**src/pkg/ascp_pkg.sv**
```systemverilog
/*
 * ascp_pkg: constants, types and state record of the ascii command parser.
 * assumes a byte-wide receive and transmit stream on the same clock as the parser.
 */
package ascp_pkg;
    localparam logic [7:0]  CH_START  = 8'h21;
    localparam logic [7:0]  CH_COMMA  = 8'h2c;
    localparam logic [7:0]  CH_CR     = 8'h0d;
    localparam logic [7:0]  CH_LF     = 8'h0a;
    localparam logic [7:0]  ADDR_RST  = 8'h11;
    localparam logic [7:0]  ADDR_ALL  = 8'h00;
    localparam logic [15:0] IDX_ADDR  = 16'd7;
    localparam logic [15:0] IDX_VSCL  = 16'd25;
    localparam logic [15:0] IDX_ISCL  = 16'd27;
    localparam logic [15:0] IDX_IOFF  = 16'd28;
    localparam logic [15:0] IDX_PRIV  = 16'd1000;
    localparam logic [15:0] CHAN_DAC  = 16'd1;
    localparam logic [15:0] CHAN_FRZ  = 16'd4;
    localparam logic [15:0] SCALE_RST = 16'h0000;
    localparam logic [3:0]  POS_BODY  = 4'd4;
    localparam int          NARG      = 4;

    typedef enum logic [2:0] {P_IDLE, P_ADDR, P_CMD, P_ARG, P_SKIP, P_EXEC, P_TX} ascp_phase_t;
    typedef enum logic [2:0] {RK_PRIV, RK_FRZ, RK_VAL, RK_OK, RK_ERR} ascp_reply_t;

    typedef struct packed {
        logic [7:0] data;
        logic       valid;
    } ascp_byte_t;

    typedef struct packed {
        logic [15:0] voltage_out_scale;
        logic [15:0] current_out_scale;
        logic [15:0] current_out_offset;
    } ascp_cal_t;

    typedef struct packed {
        ascp_phase_t        ph;
        logic               mode_s1;
        logic               mode_s2;
        logic [7:0]         addr_own;
        logic [7:0]         addr_rx;
        logic [2:0]         cnt;
        logic [15:0]        cmd;
        logic [2:0]         nargs;
        logic [3:0][15:0]   dec;
        logic [3:0][7:0]    hex;
        logic [3:0][7:0]    ch0;
        logic               privileged_access_flag;
        logic               converter_freeze_state;
        ascp_cal_t          cal;
        logic [15:0]        dac_code;
        logic               dac_load;
        logic               rx_ready;
        ascp_byte_t         tx;
        ascp_reply_t        rkind;
        logic [15:0]        rval;
        logic [3:0]         pos;
    } ascp_state_t;
endpackage : ascp_pkg

```
**src/ascp_parser.sv**
```systemverilog
/*
 * ascp_parser: frames, decodes and executes ascii commands, and sends replies.
 * assumes a uart on mclk delivers and accepts whole characters; the mode strap is asynchronous.
 */
`timescale 1ns/1ps
module ascp_parser (
    input  wire logic                 mclk,
    input  wire logic                 rst_n,
    input  wire logic                 rs232_mode,
    input  wire ascp_pkg::ascp_byte_t rx,
    output logic                      rx_ready,
    output ascp_pkg::ascp_byte_t      tx,
    input  wire logic                 tx_ready,
    output logic                      privileged_access_flag,
    output logic                      converter_freeze_state,
    output ascp_pkg::ascp_cal_t       cal,
    output logic [15:0]               dac_code,
    output logic                      dac_load
);
    import ascp_pkg::*;

    ascp_state_t r;
    ascp_state_t next_r;

    function automatic logic is_dec(input logic [7:0] c);
        return c >= 8'h30 && c <= 8'h39;
    endfunction : is_dec

    function automatic logic [3:0] hex_val(input logic [7:0] c);
        if (is_dec(c))
            return 4'(c - 8'h30);
        else if (c >= 8'h41 && c <= 8'h46)
            return 4'(c - 8'h37);
        else if (c >= 8'h61 && c <= 8'h66)
            return 4'(c - 8'h57);
        return 4'h0;
    endfunction : hex_val

    function automatic logic [7:0] nib_char(input logic [3:0] n);
        return (n < 4'ha) ? 8'h30 + {4'h0, n} : 8'h37 + {4'h0, n};
    endfunction : nib_char

    function automatic logic [3:0] body_len(input ascp_reply_t k);
        case (k)
            RK_PRIV, RK_FRZ: return 4'd3;
            RK_VAL:          return 4'd4;
            default:         return 4'd2;
        endcase
    endfunction : body_len

    // every character produced here is printable, apart from the closing cr
    function automatic logic [7:0] reply_char(input logic [3:0] p, input ascp_state_t s);
        logic [3:0] b;
        b = p - POS_BODY;
        if (p == 4'd0)
            return CH_START;
        if (p == 4'd1)
            return nib_char(s.addr_own[7:4]);
        if (p == 4'd2)
            return nib_char(s.addr_own[3:0]);
        if (p == 4'd3)
            return CH_COMMA;
        if (b == body_len(s.rkind))
            return CH_CR;
        case (s.rkind)
            RK_PRIV: return (b == 4'd0) ? 8'h50 : (b == 4'd1) ? 8'h3a : (s.rval[0] ? 8'h59 : 8'h4e);
            RK_FRZ:  return (b == 4'd0) ? 8'h55 : (b == 4'd1) ? 8'h3a : (s.rval[0] ? 8'h44 : 8'h4e);
            RK_VAL:  return nib_char(s.rval[4'(4'd3 - b[1:0]) * 4 +: 4]);
            RK_OK:   return (b == 4'd0) ? 8'h4f : 8'h4b;
            default: return (b == 4'd0) ? 8'h45 : 8'h52;
        endcase
    endfunction : reply_char

    logic        take;
    logic [7:0]  c;
    logic [15:0] a0;
    logic [15:0] a1;
    logic        is_mw;
    logic        is_mr;
    logic        is_wr;
    logic        to_all;
    assign take   = rx.valid && r.rx_ready && rx.data != CH_LF;
    assign c      = rx.data;
    assign a0     = r.dec[0];
    assign a1     = r.dec[1];
    assign is_mw  = r.cmd == 16'h4d57;
    assign is_mr  = r.cmd == 16'h4d52;
    assign is_wr  = r.cmd == 16'h5752;
    assign to_all = !r.mode_s2 && r.addr_rx == ADDR_ALL;

    always_comb
    begin
        next_r          = r;
        next_r.mode_s1  = rs232_mode;
        next_r.mode_s2  = r.mode_s1;
        next_r.dac_load = 1'b0;
        case (r.ph)
            P_IDLE, P_ADDR, P_CMD, P_ARG, P_SKIP:
            begin
                if (take && c == CH_START && !r.mode_s2)
                begin
                    next_r.ph  = P_ADDR;
                    next_r.cnt = 3'd0;
                end
                else if (take)
                begin
                    case (r.ph)
                        P_IDLE:
                        begin
                            if (r.mode_s2 && c != CH_CR)
                            begin
                                next_r.ph    = P_CMD;
                                next_r.cmd   = {8'h00, c};
                                next_r.cnt   = 3'd1;
                                next_r.nargs = 3'd0;
                                next_r.dec   = '0;
                                next_r.hex   = '0;
                                next_r.ch0   = '0;
                            end
                        end
                        P_ADDR:
                        begin
                            if (c == CH_CR)
                                next_r.ph = P_IDLE;
                            else if (r.cnt < 3'd2)
                            begin
                                next_r.addr_rx = {r.addr_rx[3:0], hex_val(c)};
                                next_r.cnt     = r.cnt + 3'd1;
                            end
                            else if (c == CH_COMMA && (r.addr_rx == r.addr_own || r.addr_rx == ADDR_ALL))
                            begin
                                next_r.ph    = P_CMD;
                                next_r.cmd   = '0;
                                next_r.cnt   = 3'd0;
                                next_r.nargs = 3'd0;
                                next_r.dec   = '0;
                                next_r.hex   = '0;
                                next_r.ch0   = '0;
                            end
                            else
                                next_r.ph = P_SKIP;
                        end
                        P_CMD:
                        begin
                            if (c == CH_CR)
                                next_r.ph = P_EXEC;
                            else if (c == CH_COMMA)
                            begin
                                next_r.ph  = P_ARG;
                                next_r.cnt = 3'd0;
                            end
                            else if (r.cnt < 3'd2)
                            begin
                                // longer words keep their first two letters
                                next_r.cmd = {r.cmd[7:0], c};
                                next_r.cnt = r.cnt + 3'd1;
                            end
                        end
                        P_ARG:
                        begin
                            if (c == CH_CR)
                                next_r.ph = P_EXEC;
                            else if (c == CH_COMMA)
                            begin
                                next_r.nargs = (r.nargs < 3'(NARG - 1)) ? r.nargs + 3'd1 : r.nargs;
                                next_r.cnt   = 3'd0;
                            end
                            else
                            begin
                                if (r.cnt == 3'd0)
                                    next_r.ch0[r.nargs[1:0]] = c;
                                next_r.cnt = 3'd1;
                                next_r.hex[r.nargs[1:0]] = {r.hex[r.nargs[1:0]][3:0], hex_val(c)};
                                if (is_dec(c))
                                    next_r.dec[r.nargs[1:0]] = 16'(r.dec[r.nargs[1:0]] * 16'd10 + {12'h0, hex_val(c)});
                            end
                        end
                        default:
                        begin
                            if (c == CH_CR)
                                next_r.ph = P_IDLE;
                        end
                    endcase
                end
            end
            P_EXEC:
            begin
                next_r.rkind = RK_ERR;
                next_r.rval  = '0;
                if (is_mw)
                begin
                    next_r.rkind = RK_OK;
                    if (a0 == IDX_PRIV)
                    begin
                        next_r.rkind = RK_PRIV;
                        if (a1 == 16'd1)
                            next_r.privileged_access_flag = 1'b1;
                        else if (a1 == 16'd0)
                            next_r.privileged_access_flag = 1'b0;
                        next_r.rval = {15'h0, next_r.privileged_access_flag};
                    end
                    else if (a0 == IDX_ADDR && r.hex[1] != ADDR_ALL)
                        next_r.addr_own = r.hex[1];
                    else if (!r.privileged_access_flag)
                        next_r.rkind = RK_ERR;
                    else if (a0 == IDX_VSCL)
                        next_r.cal.voltage_out_scale = a1;
                    else if (a0 == IDX_ISCL)
                        next_r.cal.current_out_scale = a1;
                    else if (a0 == IDX_IOFF)
                        next_r.cal.current_out_offset = a1;
                    else
                        next_r.rkind = RK_ERR;
                end
                else if (is_mr)
                begin
                    next_r.rkind = RK_VAL;
                    case (a0)
                        IDX_ADDR: next_r.rval = {8'h00, r.addr_own};
                        IDX_VSCL: next_r.rval = r.cal.voltage_out_scale;
                        IDX_ISCL: next_r.rval = r.cal.current_out_scale;
                        IDX_IOFF: next_r.rval = r.cal.current_out_offset;
                        IDX_PRIV: next_r.rval = {15'h0, r.privileged_access_flag};
                        default:  next_r.rkind = RK_ERR;
                    endcase
                end
                else if (is_wr && a0 == CHAN_FRZ && (r.ch0[1] == 8'h44 || r.ch0[1] == 8'h4e))
                begin
                    next_r.rkind = RK_FRZ;
                    next_r.converter_freeze_state = r.ch0[1] == 8'h44;
                    next_r.rval = {15'h0, next_r.converter_freeze_state};
                end
                else if (is_wr && a0 == CHAN_DAC)
                begin
                    next_r.rkind    = RK_OK;
                    next_r.dac_code = a1;
                    next_r.dac_load = 1'b1;
                end
                next_r.ph  = to_all ? P_IDLE : P_TX;
                next_r.pos = r.mode_s2 ? POS_BODY : 4'd0;
            end
            P_TX:
            begin
                if (!r.tx.valid || tx_ready)
                begin
                    if (r.pos > POS_BODY + body_len(r.rkind))
                    begin
                        next_r.tx.valid = 1'b0;
                        next_r.ph       = P_IDLE;
                    end
                    else
                    begin
                        next_r.tx.valid = 1'b1;
                        next_r.tx.data  = reply_char(r.pos, r);
                        next_r.pos      = r.pos + 4'd1;
                    end
                end
            end
            default:
                next_r.ph = P_IDLE;
        endcase
        next_r.rx_ready = next_r.ph != P_EXEC && next_r.ph != P_TX;
    end

    always_ff @(posedge mclk)
    begin
        if (!rst_n)
        begin
            r          <= '0;
            r.ph       <= P_IDLE;
            r.addr_own <= ADDR_RST;
            r.rkind    <= RK_OK;
            r.cal      <= {SCALE_RST, SCALE_RST, SCALE_RST};
        end
        else
            r <= next_r;
    end

    assign rx_ready               = r.rx_ready;
    assign tx                     = r.tx;
    assign privileged_access_flag = r.privileged_access_flag;
    assign converter_freeze_state = r.converter_freeze_state;
    assign cal                    = r.cal;
    assign dac_code               = r.dac_code;
    assign dac_load               = r.dac_load;
endmodule : ascp_parser

```
**config.mk**
```make
export PLATFORM = sky130hd
export DESIGN_NAME = ascp_parser
export DESIGN_NICKNAME = d
export VERILOG_FILES = /design/src/pkg/ascp_pkg.sv /design/src/ascp_parser.sv
export SDC_FILE = /design/constraint.sdc
export NUM_CORES = 1
export LEC_CHECK = 0
export BUFFER_PORTS_ARGS = -buffer_cell sky130_fd_sc_hd__clkbuf_2
export CAP_MARGIN = 20
export CORE_AREA = 3 3 173 158
export CTS_CLUSTER_DIAMETER = 150
export CTS_CLUSTER_SIZE = 25
export DETAILED_ROUTE_END_ITERATION = 8
export DIE_AREA = 0 0 176 161
export GPL_TIMING_DRIVEN = 0
export PLACE_DENSITY = 0.74
export SKIP_LAST_GASP = 1
export SYNTH_ARGS = -nofsm -noshare
export SYNTH_HDL_FRONTEND = slang
export SYNTH_SLANG_ARGS = --single-unit
```
**constraint.sdc**
```tcl
create_clock -name mclk -period 4.53 [get_ports mclk]
set_clock_uncertainty 0.2 [all_clocks]
set_input_delay 0.453 -clock mclk [delete_from_list [all_inputs] [get_ports mclk]]
set_output_delay 0.453 -clock mclk [all_outputs]
set_load 0.005 [all_outputs]
```
==> impl_metrics.py <==
metrics = {
    "status": {
        "status": "finished clean",
    },
    "cts": {
        "clock_latency_ps": 510,
        "cts_tree": "built",
        "htreeDepth": 1,
        "clk_pin_slew_ps": 110,
        "cts-root-buf": "clkbuf_16",
        "cts_made_buffers": 13,
        "clock_path_buffers": 3,
        "cts_sinks": 232,
    },
    "grt": {
        "first_global_vias": 11300,
        "grt-ovfl-total": 0,
        "antenna_found_initial": 0,
        "grt_pass1_wl_mm": 61.2,
        "grt_usage": 0.269,
        "grt_max_degree": 26,
    },
    "floorplanning": {
        "core.rowCount": 56,
        "io_pins": 90,
        "fp.dieW_um": 176,
        "initial_utilization": 0.495,
        "dieArea_um2": 28300,
        "coreArea_um2": 25900,
        "fp.dieH_um": 161,
    },
    "routing": {
        "wl_per_cell_um": 19.7,
        "num_vias": 11900,
        "drt_pass1_iterations": 5,
        "antenna_left": 0,
        "drc_errors": 0,
        "viasPerCell": 5.99,
        "wl_mm": 39.2,
        "drt_iter0_drc": 1499,
    },
    "final_layout": {
        "final_util": 0.550,
        "final_area_um2": 14200,
        "area_growth_pct": 11.0,
        "drive_above_1_share": 0.159,
        "final_cell_count_no_fill": 1983,
        "seq_area_um2": 4650,
        "diodes": 0,
        "fill_cells": 2354,
        "final_nets": 1700,
        "multi_input_area_um2": 7210,
    },
    "setup_path": {
        "critPathArrivalTime_ps": 4550,
        "start_kind": "register",
        "path_max_fanout": 10,
        "worstPathRequired_ps": 4730,
        "worstSetupPathType": "reg2reg",
        "cp-end-kind": "register",
        "r2r_slack_ps": 180,
    },
    "power_and_ir_drop": {
        "power.internal_w": 0.00262,
        "comb_power_share": 0.051,
        "p_leak_nw": 5.34,
        "p_seq_frac": 0.592,
        "switching_share": 0.243,
        "p_sw_w": 0.000840,
        "vdd_drop_max_mv": 0.181,
        "clkPwrFrac": 0.357,
        "powerDensity_nw_per_um2": 244,
    },
    "synthesis": {
        "seq_area_frac_synth": 0.363,
        "synth_enable_flop_cells": 0,
        "synth_area_leaders": "dfxtp_1, nand2_1, a21oi_1",
        "syn-instance-count": 1526,
        "syn_avg_cell_area_um2": 8.39,
        "ys_ff_latch": 232,
        "ys_types": 86,
        "yosysMostFrequentCell": "dfxtp_1",
        "yosysTopAreaCellShare": 0.363,
        "synth.largest_area_cell": "dfxtp_1",
        "synthTopCellsByCount": "dfxtp_1, nand2_1, nor2_1",
        "netlist_area_um2": 12800,
        "async_reset_ff_frac": 0,
        "synth_warnings": 0,
        "synth_nets": 1591,
        "synth_top_flop_cell": "dfxtp_1",
    },
    "worst_hold_path": {
        "hold_path.class": "in2reg",
    },
    "timing": {
        "tightest_slew_ps": 983,
        "fin_crit_ps": 4350,
        "setup_violations": 0,
        "timing.hold.ws_ps": 48.2,
        "setup_tns_ps": 0,
        "timing.slew.headroom": 0.339,
        "fmax_mhz": 230,
        "fin_crit_sh": 0.960,
        "drv_slew": 0,
        "hold_viol_final": 0,
    },
    "run": {
        "drv_cap": 0,
    },
    "placement": {
        "place_inst": 1962,
        "hpwl_mm": 29.6,
        "placed_cell_area_um2": 13700,
        "gp_congestion": 0.955,
        "port-buffer-count": 88,
    },
}
## worst paths after layout
kind / from / end / cells past startpoint
setup reg to reg: r[228]$_SDFFE_PN0P_ / a0[14]$_SDFFE_PN0P_ / 14
hold reg to reg: next_r[266]$_SDFF_PN0_ / r[266]$_SDFF_PN0_ / 1
setup / recovery: r[228]$_SDFFE_PN0P_ / a0[14]$_SDFFE_PN0P_ / 14
hold / removal: rx[6] / r[113]$_SDFFE_PN0P_ / 3
## registers in the layout, summed over array words and instances, names as in the netlist
signal and count:
r 123, cal 48, a0 16, a1 16
dac_code 16, tx 8, converter_freeze_state 1, dac_load 1
next_r 1, privileged_access_flag 1, rx_ready 1
## critical path, cell delays in order (launching register included)
cell and delay (ps):
dfxtp_1 480, buf_4 270, buf_4 240, mux4_2 400, ha_1 310, ha_1 280
fa_2 470, a211oi_4 270, o21ai_1 170, a21o_1 230, and4b_1 230, nor3b_2 160
xor2_1 170, buf_4 150, o31ai_1 210
## cell usage in the layout (no fill, tap or decap), types with 15 or more instances in the layout
master     count
dfxtp_1      231
a21oi_1      136
nand4_1       20
buf_4         83
xnor2_1       22
a32oi_1       24
nand3_1       45
clkbuf_2      88
mux2i_1       42
o22ai_1       15
clkbuf_1      67
inv_1         40
mux4_2        23
nor2_1       142
nor3_1        17
ha_1          50
nand2_1      217
or3_1         15
a2bb2oi_1     25
o21ai_1       18
o21ai_0       44
## logic make-up (layout without fill, tap and decap cells)
logic type               Yosys count  in the layout  share of synthesized area
other                              1              1                   0.000293
multiplexers                      65             65                     0.0733
AO/OA/AOI/OAI                    372            372                      0.189
buffers and inverters            198            307                     0.0820
adder cells (fa/ha/maj)           52             52                     0.0520
AND/OR/NAND/NOR                  573            573                      0.218
XOR/XNOR                          33             33                     0.0226
flip-flops                       232            232                      0.363
## layout make-up
class	instances	area share
Clock buffer	13	0.0229
Timing Repair Buffer	95	0.0349
Sequential cell	232	0.327
Tap cell	348	0.0306
Clock inverter	2	0.00203
Inverter	40	0.0106
Buffer	157	0.0646
Multi-Input combinational cell	1096	0.507
## what timing repair did
action,CTS,global route
resized for setup,15,19
endpoints found under the setup margin,30,26
setup buffers,2,3
hold endpoints to repair,1,0
gates cloned,0,0
hold buffers,1,0
pin swaps,2,5
## metal layers
metal	up-vias	routed length [um]	global-route usage
met2	553	17700	0.428
li1	5620	-	-
met3	81	3660	0.0484
met5	-	0	0
met1	5622	16400	0.370
met4	0	1370	0.0896
## through the flow
stage	worst slack (ps)	total power, W
finish	180	0.00346
global route	-23.9	0.00356
floorplan	115	0.00220
CTS	23.9	0.00347
detailed placement	-758	0.00226
global placement	-697	0.00226
## power groups by stage
stage               Sequential, W  Clock (W)  Combinational [W]
floorplan                 0.00209          0           0.000106
global placement          0.00210          0           0.000167
detailed placement        0.00210          0           0.000168
CTS                       0.00205    0.00125           0.000170
global route              0.00205    0.00132           0.000188
finish                    0.00205    0.00124           0.000176
(Power assumes the default switching activity.)
